[src/logic/mode_seq_cfg.svh]
// What this block does
// one step per confirmed switch falling edge
// sample every 5ms, two equal samples
// normal mode LED patterns per clock source
// halt, stop, snooze clear LED bits
// after step 31, LEDs off, halt forever
// clock switch timeout: LEDs off, error stop
// one switch input, five LED outputs
// start on fast internal oscillator, 24 MHz
// falling edge detection enabled at init
// watchdog stopped, boot value 01101110B
// unconfirmed edges change nothing
`ifndef MODE_SEQ_CFG_SVH
`define MODE_SEQ_CFG_SVH
`define CLK_FREQ_HZ 100000000
`define SAMPLE_PERIOD_MS 5
`define SAMPLE_CYCLES (`CLK_FREQ_HZ / 1000 * `SAMPLE_PERIOD_MS)
`define STEP_COUNT 31
`define FAST_OSC_MHZ 24
`define BOOT_OPTION 8'h6e
`define SWITCH_TIMEOUT_TICKS 8'h14
`define LED_RESET 5'h00
`endif

[src/logic/mode_seq_pkg.sv]
package mode_seq_pkg;
   typedef enum logic [1:0] {src_fast, src_xtal, src_mid, src_low} clk_src_t;
   typedef enum logic [1:0] {op_normal, op_halt, op_stop, op_snooze} op_mode_t;
   typedef struct packed
   {
      clk_src_t src;
      op_mode_t mode;
   } step_t;
endpackage

[src/logic/switch_mode_sequencer_leds.sv]
`timescale 1ns/1ps
`default_nettype none
`include "mode_seq_cfg.svh"
module switch_mode_sequencer_leds #(
   parameter int SAMPLE_CYCLES = `SAMPLE_CYCLES,
   parameter logic [7:0] TIMEOUT_TICKS = `SWITCH_TIMEOUT_TICKS
)
(
   input wire logic clk_in,
   input wire logic nrst_in,
   input wire logic switch_input_pin_in,
   input wire logic xtal_ready_in,
   output logic [4:0] led_out,
   output logic error_out,
   output logic done_halt_out,
   output logic [7:0] boot_option_out,
   output logic [5:0] fast_osc_mhz_out,
   output logic [1:0] clk_src_out,
   output logic [1:0] op_mode_out
);
   // ------------------------------------------------------------
   // step table
   // ------------------------------------------------------------
   function automatic mode_seq_pkg::step_t step_of(input logic [4:0] idx);
      mode_seq_pkg::step_t s;
      unique case (idx)
         5'h00:
         begin
            s = '{mode_seq_pkg::src_fast, mode_seq_pkg::op_normal};
         end
         5'h01:
         begin
            s = '{mode_seq_pkg::src_xtal, mode_seq_pkg::op_normal};
         end
         5'h02:
         begin
            s = '{mode_seq_pkg::src_xtal, mode_seq_pkg::op_halt};
         end
         5'h03:
         begin
            s = '{mode_seq_pkg::src_xtal, mode_seq_pkg::op_normal};
         end
         5'h04:
         begin
            s = '{mode_seq_pkg::src_xtal, mode_seq_pkg::op_stop};
         end
         5'h05:
         begin
            s = '{mode_seq_pkg::src_xtal, mode_seq_pkg::op_normal};
         end
         5'h06:
         begin
            s = '{mode_seq_pkg::src_fast, mode_seq_pkg::op_normal};
         end
         5'h07:
         begin
            s = '{mode_seq_pkg::src_fast, mode_seq_pkg::op_halt};
         end
         5'h08:
         begin
            s = '{mode_seq_pkg::src_fast, mode_seq_pkg::op_normal};
         end
         5'h09:
         begin
            s = '{mode_seq_pkg::src_fast, mode_seq_pkg::op_stop};
         end
         5'h0a:
         begin
            s = '{mode_seq_pkg::src_fast, mode_seq_pkg::op_normal};
         end
         5'h0b:
         begin
            s = '{mode_seq_pkg::src_fast, mode_seq_pkg::op_snooze};
         end
         5'h0c:
         begin
            s = '{mode_seq_pkg::src_fast, mode_seq_pkg::op_normal};
         end
         5'h0d:
         begin
            s = '{mode_seq_pkg::src_mid, mode_seq_pkg::op_normal};
         end
         5'h0e:
         begin
            s = '{mode_seq_pkg::src_xtal, mode_seq_pkg::op_normal};
         end
         5'h0f:
         begin
            s = '{mode_seq_pkg::src_low, mode_seq_pkg::op_normal};
         end
         5'h10:
         begin
            s = '{mode_seq_pkg::src_xtal, mode_seq_pkg::op_normal};
         end
         5'h11:
         begin
            s = '{mode_seq_pkg::src_mid, mode_seq_pkg::op_normal};
         end
         5'h12:
         begin
            s = '{mode_seq_pkg::src_mid, mode_seq_pkg::op_halt};
         end
         5'h13:
         begin
            s = '{mode_seq_pkg::src_mid, mode_seq_pkg::op_normal};
         end
         5'h14:
         begin
            s = '{mode_seq_pkg::src_mid, mode_seq_pkg::op_stop};
         end
         5'h15:
         begin
            s = '{mode_seq_pkg::src_mid, mode_seq_pkg::op_normal};
         end
         5'h16:
         begin
            s = '{mode_seq_pkg::src_mid, mode_seq_pkg::op_snooze};
         end
         5'h17:
         begin
            s = '{mode_seq_pkg::src_mid, mode_seq_pkg::op_normal};
         end
         5'h18:
         begin
            s = '{mode_seq_pkg::src_low, mode_seq_pkg::op_normal};
         end
         5'h19:
         begin
            s = '{mode_seq_pkg::src_mid, mode_seq_pkg::op_normal};
         end
         5'h1a:
         begin
            s = '{mode_seq_pkg::src_fast, mode_seq_pkg::op_normal};
         end
         5'h1b:
         begin
            s = '{mode_seq_pkg::src_low, mode_seq_pkg::op_normal};
         end
         5'h1c:
         begin
            s = '{mode_seq_pkg::src_low, mode_seq_pkg::op_halt};
         end
         5'h1d:
         begin
            s = '{mode_seq_pkg::src_low, mode_seq_pkg::op_normal};
         end
         5'h1e:
         begin
            s = '{mode_seq_pkg::src_fast, mode_seq_pkg::op_normal};
         end
         default: s = '{mode_seq_pkg::src_fast, mode_seq_pkg::op_normal};
      endcase
      return s;
   endfunction

   function automatic logic [4:0] leds_of(input mode_seq_pkg::step_t s);
      logic [4:0] p;
      p = 5'h00;
      // bit0 is indicator_one, bit4 the fifth LED
      unique case (s.src)
         mode_seq_pkg::src_fast: p = 5'h13;
         mode_seq_pkg::src_xtal: p = 5'h17;
         mode_seq_pkg::src_mid: p = 5'h0b;
         mode_seq_pkg::src_low: p = 5'h1b;
      endcase
      unique case (s.mode)
         mode_seq_pkg::op_normal: p = p;
         mode_seq_pkg::op_halt: p = p & 5'h1e;
         mode_seq_pkg::op_stop: p = p & 5'h1c;
         mode_seq_pkg::op_snooze: p = p & 5'h1d;
      endcase
      return p;
   endfunction

   // ------------------------------------------------------------
   // sample tick and debounce
   // ------------------------------------------------------------
   logic [31:0] tick_cnt_q;
   logic tick;
   logic samp_a_q;
   logic samp_b_q;
   logic stable_q;
   logic press;
   assign tick = (tick_cnt_q == 32'(SAMPLE_CYCLES - 1));

   always_ff @(posedge clk_in or negedge nrst_in)
   begin
      if (!nrst_in)
         tick_cnt_q <= 32'h0;
      else if (tick)
         tick_cnt_q <= 32'h0;
      else
         tick_cnt_q <= tick_cnt_q + 32'h1;
   end

   always_ff @(posedge clk_in or negedge nrst_in)
   begin
      if (!nrst_in)
      begin
         samp_a_q <= 1'b1;
         samp_b_q <= 1'b1;
         stable_q <= 1'b1;
      end
      else if (tick)
      begin
         samp_a_q <= switch_input_pin_in;
         samp_b_q <= samp_a_q;
         if (samp_a_q == samp_b_q)
            stable_q <= samp_a_q;
      end
   end

   // confirmed falling edge only; bounce never reaches the stepper
   assign press = tick && (samp_a_q == samp_b_q) && stable_q && !samp_a_q;

   // ------------------------------------------------------------
   // sequencer
   // ------------------------------------------------------------
   typedef enum logic [1:0] {st_run, st_switch, st_done, st_error} seq_state_t;
   seq_state_t state_q;
   logic [4:0] step_q;
   logic [7:0] wait_q;
   mode_seq_pkg::step_t cur;
   mode_seq_pkg::step_t nxt;
   assign cur = step_of(step_q);
   assign nxt = step_of(step_q + 5'h1);

   always_ff @(posedge clk_in or negedge nrst_in)
   begin
      if (!nrst_in)
      begin
         state_q <= st_run;
         step_q <= 5'h00;
         wait_q <= 8'h00;
      end
      else
      begin
         unique case (state_q)
            st_run:
               if (press)
               begin
                  if (step_q == 5'(`STEP_COUNT - 1))
                     state_q <= st_done;
                  else if (nxt.src == mode_seq_pkg::src_xtal && cur.src != mode_seq_pkg::src_xtal
                           && !xtal_ready_in)
                  begin
                     state_q <= st_switch;
                     wait_q <= 8'h00;
                  end
                  else
                     step_q <= step_q + 5'h1;
               end
            st_switch:
               if (xtal_ready_in)
               begin
                  step_q <= step_q + 5'h1;
                  state_q <= st_run;
               end
               else if (tick)
               begin
                  if (wait_q == TIMEOUT_TICKS - 8'h1)
                     state_q <= st_error;
                  else
                     wait_q <= wait_q + 8'h1;
               end
            st_done: state_q <= st_done;
            st_error: state_q <= st_error;
         endcase
      end
   end

   // ------------------------------------------------------------
   // outputs
   // ------------------------------------------------------------
   always_ff @(posedge clk_in or negedge nrst_in)
   begin
      if (!nrst_in)
      begin
         led_out <= `LED_RESET;
         error_out <= 1'b0;
         done_halt_out <= 1'b0;
         clk_src_out <= 2'h0;
         op_mode_out <= 2'h0;
      end
      else
      begin
         led_out <= (state_q == st_done || state_q == st_error) ? 5'h00 : leds_of(cur);
         error_out <= (state_q == st_error);
         done_halt_out <= (state_q == st_done);
         clk_src_out <= cur.src;
         op_mode_out <= (state_q == st_done) ? 2'(mode_seq_pkg::op_halt) : cur.mode;
      end
   end

   always_ff @(posedge clk_in or negedge nrst_in)
   begin
      if (!nrst_in)
      begin
         boot_option_out <= `BOOT_OPTION;
         fast_osc_mhz_out <= 6'(`FAST_OSC_MHZ);
      end
      else
      begin
         boot_option_out <= `BOOT_OPTION;
         fast_osc_mhz_out <= 6'(`FAST_OSC_MHZ);
      end
   end
endmodule
`default_nettype wire

[config.mk]
export PLATFORM = sky130hd
export DESIGN_NAME = switch_mode_sequencer_leds
export DESIGN_NICKNAME = d
export VERILOG_FILES = /design/src/logic/mode_seq_pkg.sv /design/src/logic/switch_mode_sequencer_leds.sv
export VERILOG_INCLUDE_DIRS = /design/src /design/src/logic
export SDC_FILE = /design/constraint.sdc
export NUM_CORES = 1
export LEC_CHECK = 0
export ABC_AREA = 1
export BUFFER_PORTS_ARGS = -buffer_cell sky130_fd_sc_hd__buf_4
export CELL_PAD_IN_SITES_DETAIL_PLACEMENT = 0
export CELL_PAD_IN_SITES_GLOBAL_PLACEMENT = 1
export CORE_AREA = 2 2 101 103
export CTS_CLUSTER_DIAMETER = 40
export DETAILED_ROUTE_END_ITERATION = 8
export DIE_AREA = 0 0 103 105
export PLACE_DENSITY_LB_ADDON = 0.1
export SKIP_LAST_GASP = 1
export SYNTH_ARGS = -nofsm -noshare
export SYNTH_HDL_FRONTEND = slang
export SYNTH_SLANG_ARGS = --single-unit
export TNS_END_PERCENT = 10
[constraint.sdc]
create_clock -name clk_in -period 2 [get_ports clk_in]
set_input_delay 0.6 -clock clk_in [delete_from_list [all_inputs] [get_ports clk_in]]
set_output_delay 0.6 -clock clk_in [all_outputs]
set_load 0.02 [all_outputs]
Yosys cells after proc, flatten, opt, wreduce, memory -nomap -nowiden
Memory sizes are Yosys's and may differ from the RTL's.
Cells that the tools add are included.
{ "totals": {"ff_bits": 61, "rom_bits": 256, "inputBits": 4, "word_cells": 83, "mem_count": 2} }
{ "memory_table": {"columns": ["name", "depth", "word_bits", "rd", "rd_ports_with_merged_regs", "write_ports", "line", "source"], "rows": [
  ["(name not given)", 32, 4, 1, 0, 0, "switch_mode_sequencer_leds.sv:26", "unique case (idx)"],
  ["(name not given)", 32, 4, 1, 0, 0, "switch_mode_sequencer_leds.sv:26", null]
]} }
{ "op_classes": {"add_sub_neg": 3, "n_eq_ne": 26, "mux": 24, "reduce_logical": 16} }
{ "ops": {"columns": ["op", "n"], "rows": [
  ["$mux W8", 6],
  ["$pmux W5 S4", 2],
  ["$add A32 B1 Y32 const B", 1],
  ["$eq A32 B19 Y1 const B", 1],
  ["$mux W32", 1],
  ["$mux W5", 5],
  ["$ne A2 B2 Y1 const B", 8],
  ["$pmux W8 S2", 1],
  ["$mux W2", 7],
  ["$eq A2 B2 Y1 const B", 6],
  ["$pmux W5 S2", 1],
  ["$ne A3 B3 Y1 const B", 3],
  ["$add A8 B1 Y8 const B", 1],
  ["$eq A2 B1 Y1 const B", 4],
  ["$eq A8 B5 Y1 const B", 1],
  ["$pmux W2 S4", 1],
  ["$reduce_and A7 Y1", 1],
  ["$logic_not A2 Y1", 3],
  ["$add A5 B1 Y5 const B", 1],
  ["$eq A5 B5 Y1 const B", 1],
  ["$logic_and A1 B1 Y1", 5],
  ["$reduce_and A5 Y1", 1],
  ["$reduce_and A4 Y1", 1],
  ["$logic_not A1 Y1", 2],
  ["5 further kinds", 5]
]} }

Depth between registers and ports, before layout
An unclocked memory read counts as a cell.
{ "depth": {"ltp_word": 9, "mapped_depth": 13, "ltp_nobuf": 13} }

Worst setup path before layout
OpenSTA, ideal clock, no wires.
{ "synth_path": {"path_kind": "register -> register", "from": "register step_q[0]", "to": "register wait_q[6]", "setup_time_ns": 0.117, "arrival_time_ns": 1.849, "required_ns": 1.883, "setup_slack_ns": 0.034, "stages_incl_launch_ff": 14, "n_path_buf": 0, "period_less_slack_ns": 1.966, "path_cell_list": "dfrtp_1 inv_1 ha_1 nand2_1 nand3_1 nand2_1 nand2_1 nand2_1 nand2_1 nand3_1 nand2_2 nand3_4 nand2_1 nand2_1"} }
{ "synth_rtl": {"columns": ["item", "line", "source"], "rows": [
  ["start, declared", "switch_mode_sequencer_leds.sv:221", "logic [4:0] step_q;"],
  ["start signal, assigned", "switch_mode_sequencer_leds.sv:251", "step_q <= step_q + 5'h1;"],
  ["start signal, assigned", "switch_mode_sequencer_leds.sv:256", "step_q <= step_q + 5'h1;"],
  ["end signal, assigned", "switch_mode_sequencer_leds.sv:264", "wait_q <= wait_q + 8'h1;"],
  ["end, declared", "switch_mode_sequencer_leds.sv:222", "logic [7:0] wait_q;"]
]} }

Worst setup path after layout
{ "layout_path": {"from": "register step_q[0]", "to": "register led_out[0]"} }
{ "layout_between": {"elab_chain_len": 4, "word_cells_on_any_way": 7} }
{ "layout_lines": {"columns": ["item", "line", "source"], "rows": [
  ["$mem_v2 Z32 W4 *", null, null],
  ["$eq A2 B2 Y1 (tied with other cells)", "switch_mode_sequencer_leds.sv:166", "unique case (s.mode)"],
  ["$pmux W5 S4 *", "switch_mode_sequencer_leds.sv:166", null],
  ["$mux W5 *", "switch_mode_sequencer_leds.sv:287", "led_out <= (state_q == st_done || state_q == st_error) ? 5'h00 : leds_of(cur);"],
  ["end signal, assigned", "switch_mode_sequencer_leds.sv:279", "led_out <= `LED_RESET;"],
  ["end signal, assigned", "switch_mode_sequencer_leds.sv:287", null],
  ["end, declared", "switch_mode_sequencer_leds.sv:13", "output logic [4:0] led_out,"]
]} }
Mark *: on every way between the ends. The rest lies on a longest branch, timed or not. The select of a mux whose other input is x is not followed.
A chain may end at the register's enable or synchronous reset.

==> results.sh <==
export IMPL_setup_viol=0
export IMPL_cts_root_buf="clkbuf_8"
export IMPL_avgSynthCellArea_um2=7.43
export IMPL_globalRouteMet3Util=0.0227
export IMPL_synth_most_common_cell="nand2_1"
export IMPL_top_usage_layer="met2"
export IMPL_hpwl_um=7380
export IMPL_track_usage=0.185
export IMPL_grt_ovfl_total=0
export IMPL_total_power_uw=2470
export IMPL_tns_ns=0
export IMPL_dr_pass1_iters=5
export IMPL_use_met2=0.298
export IMPL_leakage_uw=0.00236
export IMPL_clockBufferDepth=2
export IMPL_period_needed_ns=1.91
export IMPL_synth_common_cells="127 x nand2_1, 67 x nor2_1, 66 x inv_1, 58 x dfrtp_1, 29 x nand3_1"
export IMPL_ios=29
export IMPL_clock_skew_final_ns=0.00569
export IMPL_maxSlewHeadroom=0.644
export IMPL_post_place_ws_ns=-0.0586
export IMPL_fin_crit_sh=0.956
export IMPL_wl_per_cell_um=13.1
export IMPL_drc=0
export IMPL_clk_pin_slew_worst_paths_ns=0.07
export IMPL_port_buffers=14
export IMPL_fin_area_mm2=0.00480
export IMPL_nets=605
export IMPL_first_iter_violations=113
export IMPL_row_count=36
export IMPL_cts_tree="built"
export IMPL_die_w_um=103
export IMPL_core_area_mm2=0.00964
export IMPL_vias=3522
export IMPL_power_density_mw_per_mm2=515
export IMPL_die_area_mm2=0.0108
export IMPL_critPathKind="reg2reg"
export IMPL_grt_max_degree=44
export IMPL_place_area_mm2=0.00436
export IMPL_reg2reg_slack_ns=0.09
export IMPL_rsz0062_at_grt="yes"
export IMPL_maxCapViolations=0
export IMPL_hold_viol=0
export IMPL_grt_pass1_wl_um=15700
export IMPL_synthFlopType="dfrtp_1"
export IMPL_antenna_left=0
export IMPL_synth_area_leaders="dfrtp_1 38%, nand2_1 13%, nor2_1 6.6%"
export IMPL_gp_congestion=0.881
export IMPL_fillers=983
export IMPL_synth_top_cell_area_share=0.381
export IMPL_drt_wl_total_um=9530
export IMPL_grt_antenna_before_repair=0
export IMPL_end_kind="flip-flop"
export IMPL_synth_cell_types=34
export IMPL_drive_above_1_share=0.234
export IMPL_cp_required_ns=2.23
export IMPL_setup_slack_ns=0.0871
export IMPL_met1_usage=0.231
export IMPL_maxSlewViolCount=0
export IMPL_avgViaCountPerCell=4.84
export IMPL_yosysSeqAreaShare=0.402
export IMPL_syn_area_mm2=0.00381
export IMPL_tightest_slew_ns=0.532
export IMPL_status="finished, final reports clean"
export IMPL_arrival_ns=2.14
export IMPL_clkLatencyLatePin_ns=0.33
export IMPL_cp_start_kind="flip-flop"
export IMPL_final_util=0.498
export IMPL_yosys_warnings=0
export IMPL_grt_pass1_vias=3450
export IMPL_clock_sinks=61
export IMPL_ys_async_sr_fraction=1.00
export IMPL_timing_fmax_mhz=523
export IMPL_path_max_fanout=4
export IMPL_hold_path_class="in2async"
export IMPL_synth_edf_count=0
export IMPL_yosysTopAreaCell="dfrtp_1"
export IMPL_cts_max_level=3
export IMPL_start_util=0.395
export IMPL_area_growth_pct=26.0
export IMPL_antenna_cells=0
export IMPL_netlist_instances=513
export IMPL_cts_made_buffers=9
export IMPL_chipHeight_um=105
export IMPL_cts_hold_buf=0
export IMPL_ys_seq_elements=61
export IMPL_ir_drop_uv=376
-- critical path, stage by stage, from the launching register on --
cell	delay, ns
dfrtp_2	0.46
inv_4	0.09
buf_4	0.12
ha_2	0.17
nand2_1	0.07
a21boi_1	0.13
o21ai_1	0.12
nor2_1	0.05
or2_4	0.24
inv_1	0.06
ha_1	0.22
inv_1	0.05
nor2_1	0.03
-- metrics by stage --
stage,hold WS (ns),instances
3_3_place_gp,0.469,701
2_1_floorplan,0.304,525
4_1_cts,0.130,719
3_5_place_dp,0.478,701
5_1_grt,0.140,727
6_report,0.143,727
-- state kept, by name (all words and copies together) (netlist names) --
name           cells
done_halt_out      1
samp_a_q           1
led_out            5
tick_cnt_q        32
clk_src_out        2
wait_q             8
op_mode_out        2
samp_b_q           1
stable_q           1
step_q             5
error_out          1
state_q            2
-- report_power, final --
group          switching (uW)  internal [uW]  total (uW)  leakage [uW]
Clock                     523            644        1170      0.000102
Combinational            58.9           14.9        73.8       0.00145
Sequential                  0           1230        1230      0.000808
Total                     582           1890        2470       0.00236
-- timing repair --
item / 4_1_cts / 5_1_grt
endpoints found under the hold margin: 0 / 0
buffers inserted: 2 / 8
pin swaps: 0 / 11
endpoints found under the setup margin: 14 / 21
gates resized for setup: 4 / 40
-- layout make-up --
cell class              instances  area (um2)  area share
multi-input cells             376        2070       0.430
flip-flops and latches         61        1530       0.319
repair buffers                 73         568       0.118
inverters                      68         258      0.0537
well taps                     133         166      0.0347
clock buffers                  11         151      0.0315
clock inverters                 5        58.8      0.0122
-- routing by layer --
layer,wire (um),vias up
li1,-,1786
met1,4360,1669
met2,4700,47
met3,164,20
met4,314,0
met5,0,-
-- final timing paths --
kind / start / to / depth (start not counted)
setup reg to reg: step_q[0] / led_out[0] / 12
hold reg to reg: samp_a_q / samp_a_q / 2
setup / recovery: step_q[0] / led_out[0] / 12
min in group clk_in: switch_input_pin_in / samp_a_q / 3
max in group asynchronous: nrst_in / samp_b_q / 2
hold / removal: nrst_in / tick_cnt_q[9] / 1
-- cells in the final DEF (no fill, tap or decap), drive strengths merged --
| master | instances |
|---|---|
| dfrtp | 58 |
| clkbuf | 11 |
| a21boi | 2 |
| o22ai | 1 |
| and3 | 2 |
| nor3 | 22 |
| a21oi | 10 |
| conb | 14 |
| o21ai | 14 |
| nand2 | 130 |
| dfstp | 3 |
| nand4 | 30 |
| nor4 | 8 |
| buf | 73 |
| o211ai | 1 |
| inv | 68 |
| or2 | 2 |
| xnor2 | 7 |
| o21bai | 1 |
| a31oi | 2 |
| clkinv | 2 |
| bufinv | 1 |
| xor2 | 15 |
| nor2 | 71 |
| clkinvlp | 2 |
| ha | 12 |
| nor3b | 1 |
| nand3 | 31 |
-- logic make-up after synthesis --
logic type / after synthesis / share of synthesized area
AOI/OAI and AO/OA: 31 / 0.0443
adders and majority gates: 12 / 0.0394
xor gates and xnor gates: 22 / 0.0506
DFF: 61 / 0.402
other: 2 / 0.00197
buffers and inverters: 88 / 0.106
and+or+nand+nor: 297 / 0.356
No activity file was read; power rests on OpenSTA's default activity.
